### config.mk
export PLATFORM = sky130hd
export DESIGN_NAME = dtr_core
export DESIGN_NICKNAME = d
export VERILOG_FILES = /design/src/verilog/dtr_pkg.sv /design/src/verilog/dtr_core.sv
export SDC_FILE = /design/constraint.sdc
export NUM_CORES = 1
export LEC_CHECK = 0
export BUFFER_PORTS_ARGS = -buffer_cell sky130_fd_sc_hd__buf_2
export CORE_MARGIN = 2
export CORE_UTILIZATION = 40
export CTS_BUF_LIST = sky130_fd_sc_hd__clkbuf_4 sky130_fd_sc_hd__clkbuf_8
export CTS_CLUSTER_SIZE = 40
export DETAILED_ROUTE_END_ITERATION = 12
export PLACE_DENSITY = 0.55
export SLEW_MARGIN = 20
export SYNTH_ARGS = -nofsm -noshare
export SYNTH_HDL_FRONTEND = slang
export SYNTH_SLANG_ARGS = --single-unit
### constraint.sdc
create_clock -name clk_sys_i -period 2 [get_ports clk_sys_i]
set_input_delay 0.1 -clock clk_sys_i [delete_from_list [all_inputs] [get_ports clk_sys_i]]
set_output_delay 0.1 -clock clk_sys_i [all_outputs]
set_load 0.05 [all_outputs]
### src/verilog/dtr_pkg.sv
// Purpose: Shared constants and types for the DRAM command timing block
// Assumes: 100 MHz system clock, four banks
// Notes: Times are in picoseconds, counts in clock cycles

package dtr_pkg;

  // ****************************************************************
  // Clock and timing
  // ****************************************************************
  localparam int CLK_PERIOD_PS = 10000;
  localparam int ROW_ACTIVE_MIN_TIME_PS = 40000;
  localparam int BANK_PRECHARGE_PERIOD_PS = 15000;
  localparam int ROW_ACTIVE_MIN_CYC =
    (ROW_ACTIVE_MIN_TIME_PS + CLK_PERIOD_PS - 1) / CLK_PERIOD_PS;
  localparam int BANK_PRECHARGE_CYC =
    (BANK_PRECHARGE_PERIOD_PS + CLK_PERIOD_PS - 1) / CLK_PERIOD_PS;
  // Two and a half clocks; the whole part is counted here
  localparam int TERMINATION_OFF_WHOLE_CYC = 2;
  localparam int CKE_REG_EDGES = 3;
  localparam int BANK_COUNT = 4;
  localparam int CNT_W = 8;

  // ****************************************************************
  // Command encodings
  // ****************************************************************
  typedef enum logic [2:0] {
    DTR_CMD_NOP,
    DTR_CMD_ACT,
    DTR_CMD_RD_AP,
    DTR_CMD_WR_AP,
    DTR_CMD_PRE,
    DTR_CMD_PRE_ALL,
    DTR_CMD_REF
  } dtr_cmd_type;

  typedef struct packed {
    logic valid;
    dtr_cmd_type cmd;
    logic [1:0] bank;
  } dtr_req_type;

  typedef struct packed {
    logic [3:0] bank_open;
    logic [3:0] precharge_fire;
    logic termination_on;
    logic cke_active;
  } dtr_stat_type;

endpackage : dtr_pkg

### src/verilog/dtr_core.sv
// Purpose: Device-side command timing: auto-precharge lock-out,
//   on-die termination turn-off delay, clock-enable registration
// Assumes: Inputs synchronous to clk_sys_i; controller obeys its timing
// Notes: One design file holds all the logic

`timescale 1ns/1ns

module dtr_core #(
  parameter int BANKS = dtr_pkg::BANK_COUNT,
  parameter int ROW_MIN = dtr_pkg::ROW_ACTIVE_MIN_CYC,
  parameter int WR_RECOVERY = 4
) (
  // Clock and reset
  input wire logic clk_sys_i,
  input wire logic srst_i,
  // Command and pins
  input dtr_pkg::dtr_req_type req_i,
  input wire logic termination_ctl_i,
  input wire logic cke_i,
  // Status
  output dtr_pkg::dtr_stat_type stat_o
);
  import dtr_pkg::*;

  // ****************************************************************
  // Per-bank lock-out
  // ****************************************************************
  logic [CNT_W-1:0] row_age [BANKS];
  logic [CNT_W-1:0] next_row_age [BANKS];
  logic [CNT_W-1:0] ap_wait [BANKS];
  logic [CNT_W-1:0] next_ap_wait [BANKS];
  logic [BANKS-1:0] ap_pend, next_ap_pend;
  logic [BANKS-1:0] open_q, next_open_q;
  logic [BANKS-1:0] fire, next_fire;

  always_comb begin
    for (int b = 0; b < BANKS; b++) begin
      next_row_age[b] = row_age[b];
      next_ap_wait[b] = ap_wait[b];
      next_ap_pend[b] = ap_pend[b];
      next_open_q[b] = open_q[b];
      next_fire[b] = 1'b0;
      if (open_q[b] && row_age[b] != 8'hff) begin
        next_row_age[b] = row_age[b] + 8'h01;
      end
      if (ap_wait[b] != 8'h00) begin
        next_ap_wait[b] = ap_wait[b] - 8'h01;
      end
      // Precharge held until both row minimum and recovery are met
      if (ap_pend[b] && ap_wait[b] == 8'h00 &&
          row_age[b] >= CNT_W'(ROW_MIN)) begin
        next_ap_pend[b] = 1'b0;
        next_open_q[b] = 1'b0;
        next_fire[b] = 1'b1;
      end
      if (req_i.valid && req_i.bank == 2'(b)) begin
        case (req_i.cmd)
          DTR_CMD_ACT: begin
            next_open_q[b] = 1'b1;
            next_row_age[b] = 8'h01;
          end
          DTR_CMD_RD_AP: begin
            next_ap_pend[b] = 1'b1;
            next_ap_wait[b] = 8'h00;
          end
          DTR_CMD_WR_AP: begin
            next_ap_pend[b] = 1'b1;
            next_ap_wait[b] = CNT_W'(WR_RECOVERY);
          end
          DTR_CMD_PRE: begin
            next_open_q[b] = 1'b0;
          end
          // Refresh needs no bank state, so bursts pass freely
          default: begin
          end
        endcase
      end
      if (req_i.valid && req_i.cmd == DTR_CMD_PRE_ALL) begin
        next_open_q[b] = 1'b0;
        next_ap_pend[b] = 1'b0;
      end
    end
  end

  always_ff @(posedge clk_sys_i) begin
    if (srst_i) begin
      ap_pend <= '0;
      open_q <= '0;
      fire <= '0;
      for (int b = 0; b < BANKS; b++) begin
        row_age[b] <= '0;
        ap_wait[b] <= '0;
      end
    end else begin
      ap_pend <= next_ap_pend;
      open_q <= next_open_q;
      fire <= next_fire;
      for (int b = 0; b < BANKS; b++) begin
        row_age[b] <= next_row_age[b];
        ap_wait[b] <= next_ap_wait[b];
      end
    end
  end

  // ****************************************************************
  // Termination turn-off delay
  // ****************************************************************
  logic [TERMINATION_OFF_WHOLE_CYC-1:0] odt_pipe, next_odt_pipe;
  logic term_on, next_term_on;

  always_comb begin
    next_odt_pipe = {odt_pipe[TERMINATION_OFF_WHOLE_CYC-2:0],
                     termination_ctl_i};
    // On follows input; off only after the delay line drains
    next_term_on = termination_ctl_i |
                   (|odt_pipe);
  end

  always_ff @(posedge clk_sys_i) begin
    if (srst_i) begin
      odt_pipe <= '0;
      term_on <= 1'b0;
    end else begin
      odt_pipe <= next_odt_pipe;
      term_on <= next_term_on;
    end
  end

  // ****************************************************************
  // Clock-enable registration
  // ****************************************************************
  logic [1:0] cke_cnt, next_cke_cnt;
  logic cke_last, next_cke_last;
  logic cke_act, next_cke_act;

  always_comb begin
    next_cke_last = cke_i;
    next_cke_cnt = cke_cnt;
    next_cke_act = cke_act;
    if (cke_i != cke_last) begin
      next_cke_cnt = 2'h1;
    end else if (cke_cnt != 2'(CKE_REG_EDGES)) begin
      next_cke_cnt = cke_cnt + 2'h1;
    end
    // New level accepted once seen on three edges in a row
    if (cke_i == cke_last && cke_cnt == 2'(CKE_REG_EDGES - 1)) begin
      next_cke_act = cke_i;
    end
  end

  always_ff @(posedge clk_sys_i) begin
    if (srst_i) begin
      cke_cnt <= '0;
      cke_last <= 1'b0;
      cke_act <= 1'b0;
    end else begin
      cke_cnt <= next_cke_cnt;
      cke_last <= next_cke_last;
      cke_act <= next_cke_act;
    end
  end

  // ****************************************************************
  // Strobe grouping
  // ****************************************************************
  // Data bits served by one strobe: four or eight in narrow parts, and
  // a lower and an upper byte strobe in the sixteen-bit part
  localparam int DQ_BITS = 16;
  localparam int STROBE_GROUP_W = (DQ_BITS > 8) ? 8 : DQ_BITS;
  localparam int STROBE_COUNT = DQ_BITS / STROBE_GROUP_W;

  assign stat_o = '{bank_open: open_q, precharge_fire: fire,
                    termination_on: term_on, cke_active: cke_act};

  // ****************************************************************
  // Checks
  // ****************************************************************
  // Lock-out is watched on the first and the last bank
  a_ap_lockout_hold: assert property (@(posedge clk_sys_i)
    disable iff (srst_i) fire[0] |-> $past(row_age[0]) >= CNT_W'(ROW_MIN))
    else $error("precharge fired before row minimum");

  a_ap_lockout_last: assert property (@(posedge clk_sys_i)
    disable iff (srst_i) fire[BANKS-1] |->
      $past(row_age[BANKS-1]) >= CNT_W'(ROW_MIN))
    else $error("last bank precharge fired before row minimum");

  a_fire_closes_bank: assert property (@(posedge clk_sys_i)
    disable iff (srst_i) fire[0] |-> !open_q[0])
    else $error("bank left open after internal precharge");

  a_term_off_delay: assert property (@(posedge clk_sys_i)
    disable iff (srst_i) $fell(termination_ctl_i) ##1
      (!termination_ctl_i) [*2] |-> term_on ##1 !term_on)
    else $error("termination off delay wrong");

  a_term_on_follow: assert property (@(posedge clk_sys_i)
    disable iff (srst_i) termination_ctl_i |=> term_on)
    else $error("termination not on after control high");

  a_cke_three_edges: assert property (@(posedge clk_sys_i)
    disable iff (srst_i) $rose(cke_act) |-> $past(cke_i, 1) &&
      $past(cke_i, 2) && $past(cke_i, 3))
    else $error("cke accepted early");

  a_cke_change_hold: assert property (@(posedge clk_sys_i)
    disable iff (srst_i) cke_i != $past(cke_i) |=> cke_act == $past(cke_act))
    else $error("cke accepted on a changing edge");

endmodule : dtr_core

# --- After elaboration in Yosys (flattened, before gate mapping) ---
# Memory sizes are Yosys's and may differ from the RTL's.
# Cells that the tools add are included.
op_classes:
  addsub: 9
  n_lt_le_gt_ge: 4
  n_eq_ne: 16
  mux: 65
  bitwise_logic: 9
  n_reduce_logical: 32
op_table:
  columns: ["op", "count"]
  rows:
  - ["$mux W8", 28]
  - ["$pmux W8 S2", 4]
  - ["$add A8 B1 Y8 const B", 4]
  - ["$ge A8 B3 Y1 const B", 4]
  - ["$logic_not A8 Y1", 4]
  - ["$ne A8 B8 Y1 const B", 4]
  - ["$reduce_bool A8 Y1", 4]
  - ["$sub A8 B1 Y8 const B", 4]
  - ["$mux W1", 29]
  - ["$logic_and A1 B1 Y1", 18]
  - ["$or A1 B1 Y1", 9]
  - ["$pmux W1 S2", 4]
  - ["$reduce_or A2 Y1", 4]
  - ["$eq A2 B2 Y1 const B", 3]
  - ["$eq A3 B2 Y1 const B", 2]
  - ["$eq A3 B3 Y1 const B", 2]
  - ["$eq A3 B1 Y1 const B", 1]
  - ["$add A2 B1 Y2 const B", 1]
  - ["$eq A2 B1 Y1 const B", 1]
  - ["$logic_not A2 Y1", 1]
  - ["$ne A2 B2 Y1 const B", 1]
  - ["$reduce_bool A2 Y1", 1]
  - ["$eq A1 B1 Y1", 1]
  - ["$ne A1 B1 Y1", 1]
word_totals:
  register_bits: 19
  ramBits: 64
  in_bits: 10
  output_inout_bits: 10
  memories: 2
memory_table:
  columns: ["memory", "words", "width", "read_ports", "rd_ports_with_merged_regs", "wr", "line_no", "text"]
  rows:
  - ["ap_wait", 4, 8, 4, 0, 4, "dtr_core.sv:30", "logic [CNT_W-1:0] ap_wait [BANKS];"]
  - ["row_age", 4, 8, 4, 0, 4, "dtr_core.sv:28", "logic [CNT_W-1:0] row_age [BANKS];"]

# --- Logic depth before layout (Yosys ltp) ---
# An unclocked memory read counts as a cell.
logic_depth:
  ltp_word: 7
  ltp_mapped: 6
  ltp_nobuf: 6

# --- Worst setup path after synthesis ---
# No wires, ideal clock.
synth_path:
  path_kind: "register to register"
  start: "register open_q[1]"
  end: "memory row_age[1][7]"
  arrival_time_ns: 1.571
  slack_ns: 0.308
  path_stages_with_launch: 5
  n_path_buf: 0
  period_less_slack_ns: 1.692
  cell_sequence: "dfxtp_1 nand4_1 a2111oi_0 xnor2_1 nor2_1"
synth_rtl:
  columns: ["element", "line_no", "text"]
  rows:
  - ["from (decl)", "dtr_core.sv:33", "logic [BANKS-1:0] open_q, next_open_q;"]
  - ["from (signal assigned)", "dtr_core.sv:96", "open_q <= next_open_q;"]
  - ["to (decl)", "dtr_core.sv:28", null]

==> results.json <==
{
  "status": "finished, final reports clean",
  "synth_edf_count": 0,
  "die_y_um": 104,
  "arrival_ns": 1.85,
  "slew_headroom_pct": 54.8,
  "endpoint_kind": "flip-flop",
  "yosys.area_share.simple_pct": 27.9,
  "port_buffers": 19,
  "fin_tns_setup_ns": 0,
  "ys_ff_latch": 83,
  "finalHoldViolCount": 0,
  "cts_buffers": 9,
  "synth_common_cells": "dfxtp_1 (83), nor2_1 (66), nand2_1 (38), a21oi_1 (28), xnor2_1 (24)",
  "critPathTopFamily": "simple AND/OR/NAND/NOR gates",
  "synth_area_leaders": "dfxtp_1 (42%), nor2_1 (6.2%), ha_1 (5.6%), xnor2_1 (5.3%), nand2_1 (3.6%)",
  "drive_above_1_share_pct": 9.43,
  "fin_nets": 511,
  "synth-adder-area-share_pct": 5.64,
  "grt_pass1_vias": 2996,
  "drt-initial-drc-count": 93,
  "ys_types": 54,
  "die_x_um": 104,
  "fill_cells": 995,
  "syn-cell-area_sq_um": 3990,
  "holdWs_ns": 0.0740,
  "post-place-ws_ns": 0.391,
  "synth_nets": 488,
  "synth_top_family_by_area": "simple AND/OR/NAND/NOR gates",
  "drc": 0,
  "grt_first_pass_wirelength_um": 13200,
  "fin_crit_sh_pct": 80.9,
  "dp.cells": 603,
  "final.setup_skew_ns": 0.00923,
  "ioPinCount": 20,
  "setup_violations": 0,
  "cts_root_buffer": "clkbuf_8",
  "synth_area_per_cell_sq_um": 8.68,
  "cp_slowest_stage_delay_ns": 0.49,
  "hp-class": "in2reg",
  "post-cts-setup-buffers": 0,
  "multi_input_area_sq_um": 2190,
  "yosysSeqAreaShare_pct": 41.6,
  "yosys_warnings": 0,
  "worstPathCellList": "ha_1, nand4_1, or4b_1, o21ai_0, nor2_1",
  "cp-start-kind": "flip-flop",
  "fmax_mhz": 618,
  "dieArea_sq_um": 10800,
  "overflow": 0,
  "fin_cells": 621,
  "wire_per_inst_um": 12.0,
  "worst_pin_slew_ns": 0.678,
  "cts_tree": "built",
  "clockBufferDepth": 2,
  "ir_worst_vdd_uv": 533,
  "drt_pass1_iterations": 4,
  "post-synth-top-area-fraction_pct": 41.6,
  "syn_inst": 460,
  "cp_num_buf_inv": 0,
  "h-tree-depth": 3,
  "path_clk_slew_ns": 0.09,
  "rsz0062_at_grt": "false",
  "antenna_found_initial": 0,
  "cts_sinks": 83,
  "num_antenna_cells": 0,
  "num_rows": 36,
  "final_cell_area_sq_um": 4410,
  "fp.coreArea_sq_um": 9730,
  "area_delta_synth_final_pct": 10.4,
  "grt_max_degree": 40,
  "final-max-slew-violation-count": 0,
  "clk_latency_ns": 0.34,
  "crit_slowest_cell": "or4b_1",
  "powerDensity_nw_per_um2": 1150,
  "power_mw": 5.05,
  "maxCapViolations": 0,
  "placedInstanceArea_sq_um": 4210,
  "synth_compound_area_share_pct": 11.7,
  "yosysMostFrequentCell": "dfxtp_1",
  "start_util_pct": 41.0,
  "grtUsageTotal_pct": 14.4,
  "routed_wl_um": 7420,
  "synthMuxAreaShare_pct": 1.00,
  "yosysTopAreaCell": "dfxtp_1",
  "power_leakage_nw": 1.68,
  "required_ns": 2.24,
  "critical_path_class": "reg2reg",
  "fin_util_pct": 45.3,
  "vias": 3158,
  "register_area_sq_um": 1660,
  "synthArstFlopShare_pct": 0,
  "min_period_ns": 1.62,
  "final.setup.worst_slack_ns": 0.382,
  "via_per_inst": 5.09,
  "place.gp.congestion": 0.824,
  "synthXorXnorAreaFrac_pct": 8.56,
  "path_max_fanout": 7,
  "antenna_left": 0,
  "hpwl_um": 5380,
  "synthFlopType": "dfxtp_1"
}
==> sequential cells by signal, indices dropped and copies added (netlist names) <==
name      count
ap_wait      32
row_age      32
ap_pend       4
fire          4
open_q        4
cke_cnt       2
odt_pipe      2
cke_act       1
cke_last      1
term_on       1
==> power by group <==
| part | internal (mW) | switching [mW] | leakage (nW) |
|---|---|---|---|
| logic | 0.808 | 0.890 | 0.920 |
| registers | 1.97 | 0.322 | 0.677 |
| clock network | 0.491 | 0.570 | 0.0829 |
| total | 3.27 | 1.78 | 1.68 |
==> cell usage in the layout, fill, tap and decap left out, types with 6 or more instances in the layout <==
cell / count
a21oi_1: 28
or3_1: 7
nand2_1: 38
buf_2: 19
ha_1: 18
nand2b_1: 6
or4_1: 10
a211oi_1: 6
xor2_1: 15
nand3_1: 17
xnor2_1: 24
clkbuf_8: 9
dfxtp_1: 83
nor2_1: 66
inv_1: 23
nor2b_1: 7
nor3_1: 22
==> per-layer routing <==
layer / vias up / routed length (um) / track usage [%]
li1: 1662 / - / -
met1: 1448 / 3860 / 19.6
met2: 36 / 3240 / 22.6
met3: 12 / 197 / 2.57
met4: 0 / 124 / 5.69
met5: - / 0 / 0
==> tightest hold or removal path: stages <==
cell,delay [ns]
buf_2,0.15
nand2_1,0.07
a21oi_1,0.05
==> kinds of logic after synthesis <==
logic type,count (synthesis)
XOR/XNOR,39
buffers and inverters,33
adder cells (fa/ha/maj),18
AND/OR/NAND/NOR,212
multiplexers,4
AO/OA/AOI/OAI,71
flip-flops,83
==> repair_timing <==
| item | 4_1_cts | 5_1_grt |
|---|---|---|
| hold endpoints to repair | 3 | 0 |
| hold buffers | 2 | 0 |
| resized for setup | 0 | 0 |
==> worst paths after layout <==
path,start,end,slack [ns],depth (start not counted)
worst max-delay path,row_age[2][1],row_age[2][6],0.38,5
worst min-delay path,req_i[2],ap_wait[1][2],0.07,3
worst max register to register,row_age[2][1],row_age[2][6],0.38,5
worst min register to register,ap_pend[0],ap_pend[0],0.45,2
==> cell type report <==
type	instances	area share, %
well taps	133	3.78
clock inverters	4	0.625
clock buffers	12	3.32
repair buffers	21	2.61
multi-input cells	344	49.6
inverters	24	2.33
flip-flops and latches	83	37.7
Note: power is estimated with default switching activity, not from simulation.
